**src/hia_pkg.sv**
```systemverilog
// shared constants and types for the install addressing link
package hia_pkg;
  // address byte classes
  localparam logic [7:0] ADDR_ALL = 8'h70;
  localparam logic [7:0] ADDR_FIRST = 8'h71;
  localparam logic [7:0] ADDR_LAST = 8'h74;
  localparam logic [7:0] ADDR_RSV_FIRST = 8'h75;
  localparam logic [7:0] ADDR_RSV_LAST = 8'h7e;
  localparam logic [7:0] ADDR_FUTURE = 8'h7f;
  // slave identifier ranges
  localparam logic [7:0] SID_INST_FIRST = 8'h00;
  localparam logic [7:0] SID_INST_LAST = 8'h07;
  localparam logic [7:0] SID_AUTO_FIRST = 8'h08;
  localparam logic [7:0] SID_AUTO_LAST = 8'h7f;
  localparam int SID_FIXED_POS = 7;
  localparam logic [7:0] MID_INSTALL = 8'h00;
  localparam logic [7:0] MID_FIRST = 8'h01;
  localparam logic [7:0] VAL8_NONE = 8'h00;
  localparam logic [15:0] VAL16_NONE = 16'h0000;
  // timing
  localparam int RAMP_TIME_MS = 40;
  localparam int CLK_FREQ_KHZ = 125000;
  localparam int RAMP_CYCLES_DEF = RAMP_TIME_MS * CLK_FREQ_KHZ;
  localparam int REPLY_TIMEOUT_MS = 100;
  localparam int TIMEOUT_CYCLES_DEF = REPLY_TIMEOUT_MS * CLK_FREQ_KHZ;
  // master register byte offsets
  localparam logic [4:0] REG_CTRL = 5'h00;
  localparam logic [4:0] REG_CFG = 5'h04;
  localparam logic [4:0] REG_TIMEOUT = 5'h08;
  localparam logic [4:0] REG_STATUS = 5'h0c;
  localparam logic [4:0] REG_FREE = 5'h10;
  localparam int CTRL_START_POS = 0;

  typedef enum logic [1:0] {
    HIA_OP_NONE = 2'b00,
    HIA_OP_STATUS = 2'b01,
    HIA_OP_CONFIG = 2'b10
  } hia_op_e;

  typedef struct packed {
    logic [7:0] addr;
    hia_op_e op;
    logic [7:0] pin_mid;
    logic [7:0] pin_sid;
    logic [7:0] new_mid;
    logic [7:0] new_sid;
    logic [15:0] freq;
    logic [7:0] settings;
  } hia_req_s;

  typedef struct packed {
    logic [7:0] mid;
    logic [7:0] slave_ident;
    logic [15:0] freq;
    logic [7:0] settings;
  } hia_rsp_s;

  function automatic logic hia_is_unit_class(input logic [7:0] a);
    return (a >= ADDR_FIRST) && (a <= ADDR_LAST);
  endfunction

  function automatic logic hia_is_auto_sid(input logic [7:0] s);
    return (s >= SID_AUTO_FIRST) && (s <= SID_AUTO_LAST);
  endfunction
endpackage

```
**src/hia_link_if.sv**
```systemverilog
// message-level link between a user terminal and a headend unit
`timescale 1ns/10ps
interface hia_link_if;
  import hia_pkg::*;
  logic req_valid;
  hia_req_s req;
  logic term_pwr;
  logic rsp_valid;
  hia_rsp_s rsp;
  logic unit_pwr;

  modport user_terminal (
    output req_valid,
    output req,
    output term_pwr,
    input rsp_valid,
    input rsp,
    input unit_pwr
  );

  modport headend_unit (
    input req_valid,
    input req,
    input term_pwr,
    output rsp_valid,
    output rsp,
    output unit_pwr
  );
endinterface

```
**src/hia_user_terminal.sv**
```systemverilog
// user terminal end: automatic installation scan and configuration
//
// Overview of operation
// - transmitter ramps up 40 ms before bytes
// - transmitter ramps down 40 ms after bytes
// - unit decodes 0x70 all, 0x71-0x74 class
// - addresses 0x75-0x7F never used as class
// - pairing code: master id high, slave low
// - installed unit never holds slave id 0-7
// - same class units get distinct slave ids
// - non-auto unit uses preset id 0x80-0xFF
// - auto units get slave id 0x08-0x7F
// - each terminal has unique master id
// - new scan: 0x71-0x74, id 0-7, mid 0
// - new unit reports frequency, zero if none
// - allocated scan from 0x08, stop on silence
// - allocated unit reports its mid and frequency
// - config sends next free ids and parameters
// - unit applies config, replies with settings
// - bad or zero parameter keeps old value
// - clean config reply completes the pairing
//
// Local design decisions: the register offsets and the Avalon-MM interface to the registers.
`timescale 1ns/10ps
module hia_user_terminal #(
  parameter int RAMP_CYCLES = hia_pkg::RAMP_CYCLES_DEF,
  parameter int TIMEOUT_CYCLES = hia_pkg::TIMEOUT_CYCLES_DEF
) (
  input wire logic clock_i,
  input wire logic srst_i,
  hia_link_if.user_terminal link,
  input wire logic [4:0] avs_address_i,
  input wire logic avs_read_i,
  input wire logic avs_write_i,
  input wire logic [31:0] avs_writedata_i,
  output logic [31:0] avs_readdata_o,
  output logic avs_waitrequest_o
);
  import hia_pkg::*;

  typedef enum logic [2:0] {
    M_IDLE = 3'b000,
    M_UP = 3'b001,
    M_SEND = 3'b010,
    M_DOWN = 3'b011,
    M_WAIT = 3'b100,
    M_EVAL = 3'b101
  } hia_mstate_e;

  typedef enum logic [1:0] {
    PH_NEW = 2'b00,
    PH_ALLOC = 2'b01,
    PH_CONF = 2'b10
  } hia_phase_e;

  function automatic logic [1:0] class_idx(input logic [7:0] a);
    logic [7:0] d;
    d = a - ADDR_FIRST;
    return d[1:0];
  endfunction

  ////////////////////////////////////////////////////////////////////////////////
  // register bus
  logic ack, next_ack;
  logic [31:0] rdata, next_rdata;
  logic [15:0] cfg_freq, next_cfg_freq;
  logic [7:0] cfg_settings, next_cfg_settings;
  logic [31:0] timeout, next_timeout;
  logic start;
  logic take;

  // scan state
  hia_mstate_e state, next_state;
  hia_phase_e phase, next_phase;
  logic [31:0] cnt, next_cnt;
  logic [7:0] cur_addr, next_cur_addr;
  logic [7:0] cur_sid, next_cur_sid;
  logic got, next_got;
  hia_rsp_s rsp_q, next_rsp_q;
  logic tgt_found, next_tgt_found;
  logic [7:0] tgt_addr, next_tgt_addr;
  logic [7:0] tgt_sid, next_tgt_sid;
  logic [7:0] free_mid, next_free_mid;
  logic [7:0] free_sid [4];
  logic [7:0] next_free_sid [4];
  logic done, next_done;
  logic conflict, next_conflict;
  logic ramp_end;

  // one wait cycle, then the answer on the following edge
  assign take = (avs_read_i || avs_write_i) && !ack;
  // writes land only at the completing edge, when waitrequest is low
  assign start = ack && avs_write_i && avs_address_i == REG_CTRL &&
                 avs_writedata_i[CTRL_START_POS];

  always_comb begin
    next_ack = take;
    next_rdata = rdata;
    next_cfg_freq = cfg_freq;
    next_cfg_settings = cfg_settings;
    next_timeout = timeout;
    if (ack && avs_write_i) begin
      case (avs_address_i)
        REG_CFG: begin
          next_cfg_freq = avs_writedata_i[15:0];
          next_cfg_settings = avs_writedata_i[23:16];
        end
        REG_TIMEOUT: next_timeout = avs_writedata_i;
        default: next_timeout = timeout;
      endcase
    end
    if (take && avs_read_i) begin
      case (avs_address_i)
        REG_CFG: next_rdata = {8'h00, cfg_settings, cfg_freq};
        REG_TIMEOUT: next_rdata = timeout;
        REG_STATUS: next_rdata = {tgt_sid, tgt_addr, free_mid, 4'h0, tgt_found,
                                  conflict, done, (state != M_IDLE)};
        REG_FREE: next_rdata = {free_sid[3], free_sid[2], free_sid[1], free_sid[0]};
        default: next_rdata = 32'h0000_0000;
      endcase
    end
  end

  always_ff @(posedge clock_i) begin
    if (srst_i) begin
      ack <= 1'b0;
      rdata <= 32'h0000_0000;
      cfg_freq <= VAL16_NONE;
      cfg_settings <= VAL8_NONE;
      timeout <= 32'(TIMEOUT_CYCLES);
    end else begin
      ack <= next_ack;
      rdata <= next_rdata;
      cfg_freq <= next_cfg_freq;
      cfg_settings <= next_cfg_settings;
      timeout <= next_timeout;
    end
  end

  assign avs_waitrequest_o = (avs_read_i || avs_write_i) && !ack;
  assign avs_readdata_o = rdata;

  ////////////////////////////////////////////////////////////////////////////////
  // installation sequencer
  assign ramp_end = (cnt == 32'(RAMP_CYCLES - 1));

  always_comb begin
    next_state = state;
    next_phase = phase;
    next_cnt = cnt;
    next_cur_addr = cur_addr;
    next_cur_sid = cur_sid;
    next_got = got;
    next_rsp_q = rsp_q;
    next_tgt_found = tgt_found;
    next_tgt_addr = tgt_addr;
    next_tgt_sid = tgt_sid;
    next_free_mid = free_mid;
    next_free_sid = free_sid;
    next_done = done;
    next_conflict = conflict;
    // a reply may land while our own ramp-down is still running
    if ((state == M_DOWN || state == M_WAIT) && link.rsp_valid && !got) begin
      next_got = 1'b1;
      next_rsp_q = link.rsp;
    end
    case (state)
      M_IDLE: begin
        if (start) begin
          next_phase = PH_NEW;
          next_cur_addr = ADDR_FIRST;
          next_cur_sid = SID_INST_FIRST;
          next_tgt_found = 1'b0;
          next_free_mid = MID_FIRST;
          for (int i = 0; i < 4; i++) begin
            next_free_sid[i] = SID_AUTO_FIRST;
          end
          next_done = 1'b0;
          next_conflict = 1'b0;
          next_cnt = '0;
          next_state = M_UP;
        end
      end
      M_UP: begin
        next_cnt = cnt + 32'd1;
        if (ramp_end) next_state = M_SEND;
      end
      M_SEND: begin
        next_got = 1'b0;
        next_cnt = '0;
        next_state = M_DOWN;
      end
      M_DOWN: begin
        next_cnt = cnt + 32'd1;
        if (ramp_end) begin
          next_cnt = '0;
          next_state = M_WAIT;
        end
      end
      M_WAIT: begin
        next_cnt = cnt + 32'd1;
        if (got || link.rsp_valid || cnt >= timeout) next_state = M_EVAL;
      end
      M_EVAL: begin
        next_cnt = '0;
        next_state = M_UP;
        case (phase)
          PH_NEW: begin
            if (got && !tgt_found) begin
              next_tgt_found = 1'b1;
              next_tgt_addr = cur_addr;
              next_tgt_sid = cur_sid;
            end
            if (cur_sid == SID_INST_LAST) begin
              next_cur_sid = SID_INST_FIRST;
              if (cur_addr == ADDR_LAST) begin
                next_phase = PH_ALLOC;
                next_cur_addr = ADDR_FIRST;
                next_cur_sid = SID_AUTO_FIRST;
              end else begin
                next_cur_addr = cur_addr + 8'h01;
              end
            end else begin
              next_cur_sid = cur_sid + 8'h01;
            end
          end
          PH_ALLOC: begin
            if (got && cur_sid != SID_AUTO_LAST) begin
              // used ids are skipped so the new pair is unique
              if (rsp_q.mid >= free_mid) next_free_mid = rsp_q.mid + 8'h01;
              next_free_sid[class_idx(cur_addr)] = cur_sid + 8'h01;
              next_cur_sid = cur_sid + 8'h01;
            end else if (cur_addr == ADDR_LAST) begin
              if (tgt_found) begin
                next_phase = PH_CONF;
                next_cur_addr = tgt_addr;
                next_cur_sid = tgt_sid;
              end else begin
                next_done = 1'b1;
                next_state = M_IDLE;
              end
            end else begin
              next_cur_addr = cur_addr + 8'h01;
              next_cur_sid = SID_AUTO_FIRST;
            end
          end
          default: begin
            // pairing holds only if the unit echoes the mid and sid that were sent
            next_done = 1'b1;
            next_conflict = !got || rsp_q.mid != free_mid ||
                            rsp_q.slave_ident != free_sid[class_idx(tgt_addr)];
            next_state = M_IDLE;
          end
        endcase
      end
      default: next_state = M_IDLE;
    endcase
  end

  always_ff @(posedge clock_i) begin
    if (srst_i) begin
      state <= M_IDLE;
      phase <= PH_NEW;
      cnt <= '0;
      cur_addr <= ADDR_FIRST;
      cur_sid <= SID_INST_FIRST;
      got <= 1'b0;
      rsp_q <= '0;
      tgt_found <= 1'b0;
      tgt_addr <= ADDR_FIRST;
      tgt_sid <= SID_INST_FIRST;
      free_mid <= MID_FIRST;
      for (int i = 0; i < 4; i++) begin
        free_sid[i] <= SID_AUTO_FIRST;
      end
      done <= 1'b0;
      conflict <= 1'b0;
    end else begin
      state <= next_state;
      phase <= next_phase;
      cnt <= next_cnt;
      cur_addr <= next_cur_addr;
      cur_sid <= next_cur_sid;
      got <= next_got;
      rsp_q <= next_rsp_q;
      tgt_found <= next_tgt_found;
      tgt_addr <= next_tgt_addr;
      tgt_sid <= next_tgt_sid;
      free_mid <= next_free_mid;
      free_sid <= next_free_sid;
      done <= next_done;
      conflict <= next_conflict;
    end
  end

  ////////////////////////////////////////////////////////////////////////////////
  // link drive, all fields from registered state
  assign link.req_valid = (state == M_SEND);
  assign link.term_pwr = (state == M_UP) || (state == M_SEND) || (state == M_DOWN);
  assign link.req.addr = cur_addr;
  assign link.req.op = (phase == PH_CONF) ? HIA_OP_CONFIG : HIA_OP_STATUS;
  assign link.req.pin_mid = MID_INSTALL;
  assign link.req.pin_sid = cur_sid;
  assign link.req.new_mid = free_mid;
  assign link.req.new_sid = free_sid[class_idx(tgt_addr)];
  assign link.req.freq = cfg_freq;
  assign link.req.settings = cfg_settings;
endmodule // hia_user_terminal

```
**src/flat_wrapper.sv**
```systemverilog
// flat-port wrapper written by rule: the top's interface ports become plain ports
module hia_user_terminal_flat import hia_pkg::*;
#(
  parameter int RAMP_CYCLES = hia_pkg::RAMP_CYCLES_DEF,
  parameter int TIMEOUT_CYCLES = hia_pkg::TIMEOUT_CYCLES_DEF
)
  (clock_i, srst_i, avs_address_i, avs_read_i, avs_write_i, avs_writedata_i, avs_readdata_o, avs_waitrequest_o, link_req_valid, link_req, link_term_pwr, link_rsp_valid, link_rsp, link_unit_pwr);
  hia_link_if link_i ();
  input wire logic clock_i;
  input wire logic srst_i;
  input wire logic [4:0] avs_address_i;
  input wire logic avs_read_i;
  input wire logic avs_write_i;
  input wire logic [31:0] avs_writedata_i;
  output logic [31:0] avs_readdata_o;
  output logic avs_waitrequest_o;
  output wire logic [$bits(link_i.req_valid)-1:0] link_req_valid;
  output wire logic [$bits(link_i.req)-1:0] link_req;
  output wire logic [$bits(link_i.term_pwr)-1:0] link_term_pwr;
  input wire logic [$bits(link_i.rsp_valid)-1:0] link_rsp_valid;
  input wire logic [$bits(link_i.rsp)-1:0] link_rsp;
  input wire logic [$bits(link_i.unit_pwr)-1:0] link_unit_pwr;
  assign link_req_valid = link_i.req_valid;
  assign link_req = link_i.req;
  assign link_term_pwr = link_i.term_pwr;
  assign link_i.rsp_valid = link_rsp_valid;
  assign link_i.rsp = link_rsp;
  assign link_i.unit_pwr = link_unit_pwr;
  hia_user_terminal #(.RAMP_CYCLES(RAMP_CYCLES), .TIMEOUT_CYCLES(TIMEOUT_CYCLES)) u_core (.clock_i(clock_i), .srst_i(srst_i), .link(link_i), .avs_address_i(avs_address_i), .avs_read_i(avs_read_i), .avs_write_i(avs_write_i), .avs_writedata_i(avs_writedata_i), .avs_readdata_o(avs_readdata_o), .avs_waitrequest_o(avs_waitrequest_o));
endmodule
```
**config.mk**
```make
export PLATFORM = sky130hd
export DESIGN_NAME = hia_user_terminal_flat
export DESIGN_NICKNAME = d
export VERILOG_FILES = /design/src/hia_pkg.sv /design/src/hia_link_if.sv /design/src/hia_user_terminal.sv /design/src/flat_wrapper.sv
export SDC_FILE = /design/constraint.sdc
export NUM_CORES = 1
export LEC_CHECK = 0
export BUFFER_PORTS_ARGS = -buffer_cell sky130_fd_sc_hd__buf_2
export CAP_MARGIN = 40
export CORE_MARGIN = 2
export CORE_UTILIZATION = 29
export CTS_CLUSTER_SIZE = 12
export DETAILED_ROUTE_END_ITERATION = 10
export PLACE_DENSITY = 0.53
export SYNTH_ARGS = -nofsm -noshare
export SYNTH_HDL_FRONTEND = slang
export SYNTH_SLANG_ARGS = --single-unit
export TNS_END_PERCENT = 30
```
**constraint.sdc**
```tcl
create_clock -name clock_i -period 3.1 [get_ports clock_i]
set_input_delay 0.31 -clock clock_i [delete_from_list [all_inputs] [get_ports clock_i]]
set_output_delay 0.31 -clock clock_i [all_outputs]
set_load 0.01 [all_outputs]
```
==> Word-level counts from Yosys, hierarchy flattened <==
Index checks and enable logic that the tools add are counted.
{ "word_totals": {"ramBits": 0, "mem_count": 0, "romBits": 0, "in_bits": 83, "register_bits": 218, "latch_bits": 0, "output_inout_bits": 101} }
{ "classes": {"multipliers": 0, "n_reduce_logical": 44, "div": 0, "n_lt_le_gt_ge": 5, "addsub": 6, "n_eq_ne": 37, "shifts": 0, "bitwise_logic": 2, "mux": 64} }
{ "ops": {"columns": ["operator", "n"], "rows": [
  ["$pmux W32 S4", 2],
  ["$mux W32", 5],
  ["$mux W8", 18],
  ["$pmux W8 S2", 5],
  ["$pmux W32 S2", 1],
  ["$add A32 B1 Y32 const B", 1],
  ["$bwmux W32", 1],
  ["$eq A32 B23 Y1 const B", 1],
  ["$ge A32 B32 Y1", 1],
  ["$add A8 B1 Y8 const B", 3],
  ["$mux W3", 6],
  ["$pmux W3 S6", 1],
  ["$bmux W8 S2", 1],
  ["$demux W8 S2", 1],
  ["$ne A8 B8 Y1", 2],
  ["$reduce_and A4 Y1", 4],
  ["$ne A3 B2 Y1 const B", 5],
  ["$mux W2", 7],
  ["$ne A2 B1 Y1 const B", 7],
  ["$reduce_and A6 Y1", 2],
  ["$eq A5 B4 Y1 const B", 2],
  ["$logic_and A1 B1 Y1", 10],
  ["$eq A8 B3 Y1 const B", 1],
  ["$eq A8 B7 Y1 const B", 1],
  ["35 further kinds", 70]
]} }

==> Depth between registers and ports, before layout <==
Gate-level depths: netlist (run 1).
{ "depth": {"depth_word": 10, "ltp_mapped": 10} }

==> Worst setup path before layout (run 1) <==
No wires, ideal clock.
{ "synth_path": {"path_type": "flip-flop to flip-flop", "from": "register u_core.cur_sid[1]", "to": "register u_core.cur_addr[4]", "arrival_time_ns": 2.129, "synth_period_minus_slack_ns": 2.251, "required_ns": 2.978, "setup_slack_ns": 0.849, "setup_ns": 0.122, "stages_incl_launch_ff": 9, "path_cell_list": "dfxtp_1 -> ha_1 -> or4b_4 -> nor4b_4 -> o21ai_2 -> a21oi_2 -> o21a_4 -> nand2_1 -> a221o_1"} }
{ "synth_between": {"elab_chain_len": 4, "elab_cells_between_ends": 6} }
{ "synth_lines": {"columns": ["element", "line_no", "text"], "rows": [
  ["from (decl)", "hia_user_terminal.sv:77", "logic [7:0] cur_sid, next_cur_sid;"],
  ["from (signal assigned)", "hia_user_terminal.sv:283", "cur_sid <= next_cur_sid;"],
  ["$ne A8 B7 Y1", "hia_user_terminal.sv:228", "if (got && cur_sid != SID_AUTO_LAST) begin"],
  ["$logic_and A1 B1 Y1", "hia_user_terminal.sv:228", null],
  ["$ne A3 B3 Y1 (no source line)", null, null],
  ["$reduce_and A6 Y1 (no source line) *", null, null],
  ["to (signal assigned)", "hia_user_terminal.sv:282", "cur_addr <= next_cur_addr;"],
  ["to (decl)", "hia_user_terminal.sv:76", "logic [7:0] cur_addr, next_cur_addr;"]
]} }
Mark *: on every way between the ends. The rest lies on a longest branch, timed or not.
A chain may end at the register's enable or synchronous reset.

==> Worst setup path after layout (run 1) <==
{ "layout_path": {"from": "register u_core.timeout[5]", "to": "register u_core.state[1]"} }
{ "layout_between": {"elab_chain_len": 4} }
{ "layout_lines": {"columns": ["element", "line_no", "text"], "rows": [
  ["from (decl)", "hia_user_terminal.sv:68", "logic [31:0] timeout, next_timeout;"],
  ["from (signal assigned)", "hia_user_terminal.sv:130", "timeout <= 32'(TIMEOUT_CYCLES);"],
  ["from (signal assigned)", "hia_user_terminal.sv:136", "timeout <= next_timeout;"],
  ["$ge A32 B32 Y1", "hia_user_terminal.sv:202", "if (got || link.rsp_valid || cnt >= timeout) next_state = M_EVAL;"],
  ["$logic_or A1 B1 Y1", "hia_user_terminal.sv:202", null],
  ["$ne A2 B2 Y1 (no source line)", null, null],
  ["$reduce_and A4 Y1 (no source line)", null, null],
  ["to (signal assigned)", "hia_user_terminal.sv:279", "state <= next_state;"],
  ["to (decl)", "hia_user_terminal.sv:73", "hia_mstate_e state, next_state;"]
]} }
Every way passes these cells.

==> metrics.txt, run 1 <==
Yosys warnings=0; critical path fanouts, max=2; Netlist Area Pre-Place=10980 um^2; critical path class=reg2reg; CP delay by family, top=simple AND/OR/NAND/NOR gates; Pins Over Slew Limit=0; Starting Density=0.2929; worst skew pair latency=between 0.5 and 0.6 ns; clk sinks=approximately 220; vias in the first global route=between 9000 and 10000; io pins=184; Slew HR=0.4471; PostCTS Resize Cnt=0; drt drc=0; Async S/R FF share, synth=0; total gr overflow=0; top-count cell post-synth=dfxtp_1; initial antenna violation count=0; Synth Flop Type=dfxtp_1; Synth-to-Final Area Change=18.75%; Tcrit/Tclk final=0.8618; Buf/Inv on CP=1; first-pass GRT wire length=56570 um; max cap viols=0; IO buf count=150; worst hold start=avs_writedata_i[5]; min cycle time layout=2.672 ns; Post-synth top cells=218 x dfxtp_1, 213 x nor2_1, 165 x nand2_1, 145 x a21oi_1, 70 x nand3_1; pin count of the biggest net entering global routing=82; Fin Setup TNS=0 ns; routability congestion estimate=roughly 0.86; RSZ-0062 raised after global routing=false; num rows=71; Clock Tree Buf Depth=3; drt via density=5.119; antenna cells=0; number of fill cells=4006; DRT antenna net count=0; flop-to-flop setup slack=0.43 ns; Clock transition at path regs=0.06 ns; Synth Register Bits=roughly 220; share of the synthesized area in the top cell type=0.3974; hold buffers post-CTS=0; CTS HTree Levels=1; static leakage=between 5 and 6 nW; Slew @ Worst Pin=approximately 0.83 ns; Syn Area/Cell=between 8 and 9 um^2; Synth cell types=67; fin util=0.3479; Slowest cell on crit path=dfxtp_1; GRT Total Usage=0.1860; P per Cell Area=approximately 460 nW/um^2; r2r startpoint=u_core.timeout[5]; Yosys top cell by area=dfxtp_1; DRT Pass-1 Iters=7; cts bufs inserted=24; final hold viol count=0; clock root buffer master=clkbuf_16; share of cells above drive strength 1=0.1686; EDFF count, synth=0; worst path arrival time=3.08 ns; Final Net Count=around 1600; Synth area leaders=dfxtp_1 40%, nor2_1 7.3%, a21oi_1 6.6%; final setup fails=0; element type at the critical path end=register; crit-path cells=inv_1, ha_1, nand2_1, or3_1, o221ai_1, nor4b_1, o21ai_0, a21oi_1, mux2_2; routed len/inst=~19 um; crit path from=u_core.timeout[5]; slowest stage delay, CP=0.38 ns; Fin Clk Skew=between 0.009 and 0.01 ns; Max VDD drop=308.1 uV; fmax=0.3743 GHz; Core Region=37490 um^2; Setup Fix Bufs, Post-CTS=0; Die ar.=39440 um^2; Die Y=198.6 um; routed via count=10240; Startpoint Class=register; Seq/Total Area, Yosys=0.3974; Chip Width=198.6 um; TritonCTS clock tree=yes; Synth Instances=1351; status=finished clean; final WL=between 30000 and 40000 um; worst hold path class=in2reg; initial drt markers=a little over 900; HPWL after DPL=28690 um; Req. time, crit path=3.51 ns
[registers in the layout (all words and copies together), names as in the netlist]
name and flops:
u_core.conflict 1, u_core.done 1, u_core.phase 2, u_core.ack 1
u_core.free_sid 32, u_core.cnt 32, u_core.state 3, u_core.free_mid 8
u_core.cur_sid 8, u_core.timeout 32, u_core.cfg_freq 16, u_core.cfg_settings 8
u_core.tgt_addr 8, u_core.tgt_sid 8, u_core.cur_addr 8, u_core.tgt_found 1
u_core.rsp_q 16, u_core.got 1, u_core.avs_readdata_o 32
[placed cells by master, fill, tap and decap left out, types with 25 or more instances in the layout]
cell type  instances
mux2i_1           37
xor2_1            26
nor2_1           213
buf_4             30
a221oi_1          26
ha_1              48
xnor2_1           30
nand2_1          165
nand4_1           28
clkbuf_16         25
inv_1             52
a21oi_1          145
buf_2            151
nand3_1           70
dfxtp_1          218
[metrics by stage]
stage	cell area [um^2]	hold WS (ns)	total power (W)	instances	worst slack, ns
after floorplan	11010	0.4278	0.003035	1358	0.8486
after global placement	12240	0.4458	0.003142	1956	0.4965
after detailed placement	12240	0.4542	0.003144	1957	0.4928
after CTS	13040	0.002670	0.006012	1999	0.4948
after global routing	13040	0.02794	0.006140	2000	0.2899
final	13040	0.02004	0.005954	2000	0.4285
[layout make-up]
cell class	instances	area, um^2	area share
clock buffers	39	748.2	0.05737
clock inverters	3	43.79	0.003358
inverters	52	195.2	0.01497
multi-input cells	994	6038	0.4630
flip-flops and latches	218	4364	0.3346
well taps	511	639.4	0.04903
repair buffers	183	1012	0.07762
[cells by family (layout without fill, tap and decap cells)]
group	count (synthesis)	after routing	synth area share
and+or+nand+nor	567	567	0.2368
DFF	218	218	0.3974
xor gates and xnor gates	56	56	0.04466
buffers and inverters	146	277	0.05731
AOI/OAI and AO/OA	269	269	0.1577
adders and majority gates	48	48	0.05469
other	1	8	0.0003415
muxes	46	46	0.05116
[routing by layer]
layer	up-vias	wire length, um	GRT usage
met5	-	0	0
met4	0	1059	0.05804
met3	52	2197	0.02238
met2	341	17310	0.3052
met1	4897	17010	0.2546
li1	4947	-	-
[path summary, 6_finish.rpt]
check,endpoint,depth (start not counted)
worst max-delay path,u_core.state[1],9
worst min-delay path,u_core.timeout[5],2
worst max register to register,u_core.state[1],9
worst min register to register,u_core.ack,1
[worst register-to-register path, cell delays in order, from the launching register on]
cell and delay [ns]:
dfxtp_1 0.38, inv_1 0.07, ha_1 0.29, nand2_1 0.05
or3_1 0.34, o221ai_1 0.24, nor4b_1 0.34, o21ai_0 0.21
a21oi_1 0.28, mux2_2 0.37
[report_power, final]
part | total, W | leakage [nW] | internal (W) | switching [W]
sequential | 0.00283 | 1.76 | 0.00281 | 0.0000159
clock | 0.00287 | 0.389 | 0.00172 | 0.00115
combinational | 0.000254 | 2.93 | 0.0000822 | 0.000172
Note: power is estimated with default switching activity, not from simulation.
==> run 2, diff against run 1 <==
- ABC_AREA: not set -> 1
- CORE_ASPECT_RATIO: not set -> 0.6
==> run 2 against run 1 <==
Net effect:
- first-iteration DRC count grew 25%
- non-clock buffer count shrank 6
- flip-flop and latch count is the same
- sequential share of layout area shrank 1.0 points
- die area grew 3.1%
- count of clock-buffer cells in the layout shrank 4
- register-to-register slack gained 0.25 ns
- power grew 23%
- largest cell class unchanged
- worst setup slack gained 0.043 ns
- sequential power grew 8.5%
- via count grew 10%
- utilization grew 0.59 points
==> metrics.txt, run 2 <==
Core Region=38060 um^2 (+1.5%); Chip Width=259 um (+30%); num rows=55 (-23%); top-count cell post-synth=nand2_1; max cap viols=0 (unchanged); Seq/Total Area, Yosys=0.3857 (-0.01169); Synth Register Bits=218 (unchanged); Slowest cell on crit path=dfxtp_1; Clock Tree Buf Depth=3 (unchanged); clock root buffer master=clkbuf_16; slowest stage delay, CP=0.55 ns (+0.17 ns); element type at the critical path end=output pin; critical path class=reg2out; most common cell after layout, fill and taps aside=nand2_1; Yosys warnings=0 (unchanged); share of the synthesized area in the top cell type=0.3857 (-0.01169); Synth-to-Final Area Change=18.98%; drt via density=5.017 (-2.0%); IO buf count=150 (unchanged); Syn Area/Cell=7.134 um^2 (-12%); Post-Place Cells=2207 (+13%); initial drt markers=1132 (+25%); GRT Total Usage=0.1957 (+0.009648); Synth Area in Compound Gates=0.2195 (+0.06182); Post-synth top cells=343 x nand2_1, 218 x dfxtp_1, 198 x a21oi_1, 169 x inv_1, 133 x o21ai_0; Synth Flop Type=dfxtp_1; routed wl met2=14770 um (-15%); clk sinks=218 (unchanged); logic gate share of total power=0.182 (+0.139); Req. time, crit path=2.79 ns (-0.72 ns); pin count of the biggest net entering global routing=77 (-6.1%); share of cells above drive strength 1=0.1592 (-0.009374); XOR/XNOR Fraction of Synth Area=0.01548 (-0.02918); Async S/R FF share, synth=0 (unchanged); Fin Setup TNS=0 ns (unchanged); Clock transition at path regs=0.06 ns (about the same); critical path fanouts, max=9 (+7); adder-cell share of the synthesized area=0.05308 (-0.001609); Starting Density=0.2973 (+0.004383); net switching power=0.002320 W (+73%); status=finished clean; Simple-Gate Fraction of Synth Area=0.2305 (-0.006301); Synth area leaders=dfxtp_1 39%, nand2_1 11%, a21oi_1 8.8%; routability congestion estimate=0.8867 (+2.6%); worst skew pair latency=0.56 ns (+0.04 ns); power share of the sequential group=0.419 (-0.056); worst path arrival time=2.32 ns (-0.76 ns); Startpoint Class=register; Synth cell types=53 (-21%); flop-to-flop setup slack=0.68 ns (+0.25 ns); Synth Instances=1586 (+17%); initial antenna violation count=2 (+2); fmax=0.3805 GHz (+1.6%); routed via count=11310 (+10%); drt drc=0 (unchanged); CTS HTree Levels=1 (unchanged); Power Internal=0.005015 W (+8.7%); DRT antenna net count=0 (unchanged); HPWL after DPL=30710 um (+7.0%); cts bufs inserted=25 (+4.2%); Post-Route M1 WL=21020 um (+24%); Slew @ Worst Pin=0.8562 ns (+0.02883 ns); total gr overflow=0 (unchanged); vias in the first global route=10220 (+6.3%); Max VDD drop=347.3 uV (+13%); Final Net Count=1857 (+16%); final WL=40260 um (+7.1%); sw frac=0.3163 (+0.09129); DRT Pass-1 Iters=5 (-2); Tcrit/Tclk final=0.8478 (-0.01395); Netlist Area Pre-Place=11310 um^2 (+3.0%); min cycle time layout=2.628 ns (-0.04323 ns); final setup fails=0 (unchanged); PostCTS Resize Cnt=0 (unchanged); static leakage=5.520 nW (+8.7%); EDFF count, synth=0 (unchanged); mux share of post-synthesis cell area=0.002654 (-0.04850); Yosys top cell by area=dfxtp_1; routed len/inst=17.86 um (-4.9%); io pins=184 (unchanged); WL met3=3688 um (+68%); clock network fraction of total power=0.399 (-0.084); Finished Layout Cells=2254 (+13%); RSZ-0062 raised after global routing=false; Hold WS=0.01540 ns (-0.004639 ns); final hold viol count=0 (unchanged); Die Y=157 um (-21%); Fin Clk Skew=0.02785 ns (+0.01856 ns); Pins Over Slew Limit=0 (unchanged); Setup Fix Bufs, Post-CTS=0 (unchanged); largest family of logic cells by synthesized area=simple AND/OR/NAND/NOR gates; Slew HR=0.4273 (-0.01982); P per Cell Area=544.8 nW/um^2 (+19%); most frequent cells in the layout=343 x nand2_1, 218 x dfxtp_1, 198 x a21oi_1, 168 x inv_1, 150 x buf_2; Die ar.=40660 um^2 (+3.1%); TritonCTS clock tree=yes; worst hold path class=in2reg; top routing layer in use=met5; first-pass GRT wire length=61490 um (+8.7%); crit-path cells=inv_2, nand2_1, inv_2, nor2_1, o211ai_1, o211ai_1, buf_2
-- run 2: cell count changes after synthesis, moves of 34 or more --
cell	delta
a21oi_1	+53
inv_1	+117
mux2i_1	-34
nand2_1	+178
nor2_1	-104
o21ai_0	+120
-- run 2: per-stage QoR --
step	total power (W)	instance area (um^2)	setup WS (ns)	util
after CTS	0.007385	13460	0.4713	0.3537
after floorplan	0.004013	11340	1.326	-
final	0.007334	13460	0.4717	0.3537
after global placement	0.004420	12570	0.7988	0.3303
after global routing	0.007670	13460	0.2947	0.3537
after detailed placement	0.004441	12620	0.7399	0.3317
-- run 2: final cells by class --
type                    instances  area, um^2
diodes                          1       2.502
repair buffers                177        1018
inverters                     189       715.7
clock buffers                  35       723.2
clock inverters                 6       61.31
multi-input cells            1115        5934
well taps                     513       641.9
flip-flops and latches        218        4364
fillers                      4016       24590
-- run 2: logic make-up (layout without fill, tap and decap cells) --
| group | after synthesis | in the layout |
|---|---|---|
| DFF | 218 | 218 |
| muxes | 3 | 3 |
| adders and majority gates | 48 | 48 |
| xor gates and xnor gates | 20 | 20 |
| buffers and inverters | 260 | 407 |
| AOI/OAI and AO/OA | 443 | 443 |
| other | 1 | 9 |
| and+or+nand+nor | 593 | 593 |
-- run 2: worst max-delay path, delay by kind of cell, from the launching register on --
| family | cells | cell delay (ns) |
|---|---|---|
| AND/OR/NAND/NOR | 2 | 0.31 |
| flip-flops | 1 | 0.55 |
| AO/OA/AOI/OAI | 2 | 0.45 |
| buffers and inverters | 3 | 0.48 |
-- run 2: worst paths after layout --
check / depth (start not counted) / from / endpoint
worst max-delay path: 7 / u_core.tgt_addr[0] / link_req[27]
worst min-delay path: 3 / link_rsp[34] / u_core.rsp_q[34]
worst max register to register: 11 / u_core.cur_addr[0] / u_core.cur_addr[5]
worst min register to register: 2 / u_core.avs_readdata_o[16] / u_core.avs_readdata_o[16]
-- run 2: power groups by stage --
stage	clock (W)	sequential, W	combinational, W
final	0.00293	0.00307	0.00134
after global routing	0.00309	0.00309	0.00149
after CTS	0.00299	0.00307	0.00132
after detailed placement	0	0.00313	0.00131
after floorplan	0	0.00308	0.000932
after global placement	0	0.00313	0.00129
-- run 2: routing by layer --
metal	track usage	vias to the layer above
met5	0	-
met4	0.04074	2
met3	0.04203	45
met2	0.2580	436
met1	0.3128	5244
li1	-	5582
-- run 2: what timing repair did --
item,CTS,global route
hold buffers,5,0
endpoints found under the setup margin,0,0
hold endpoints to repair,5,0
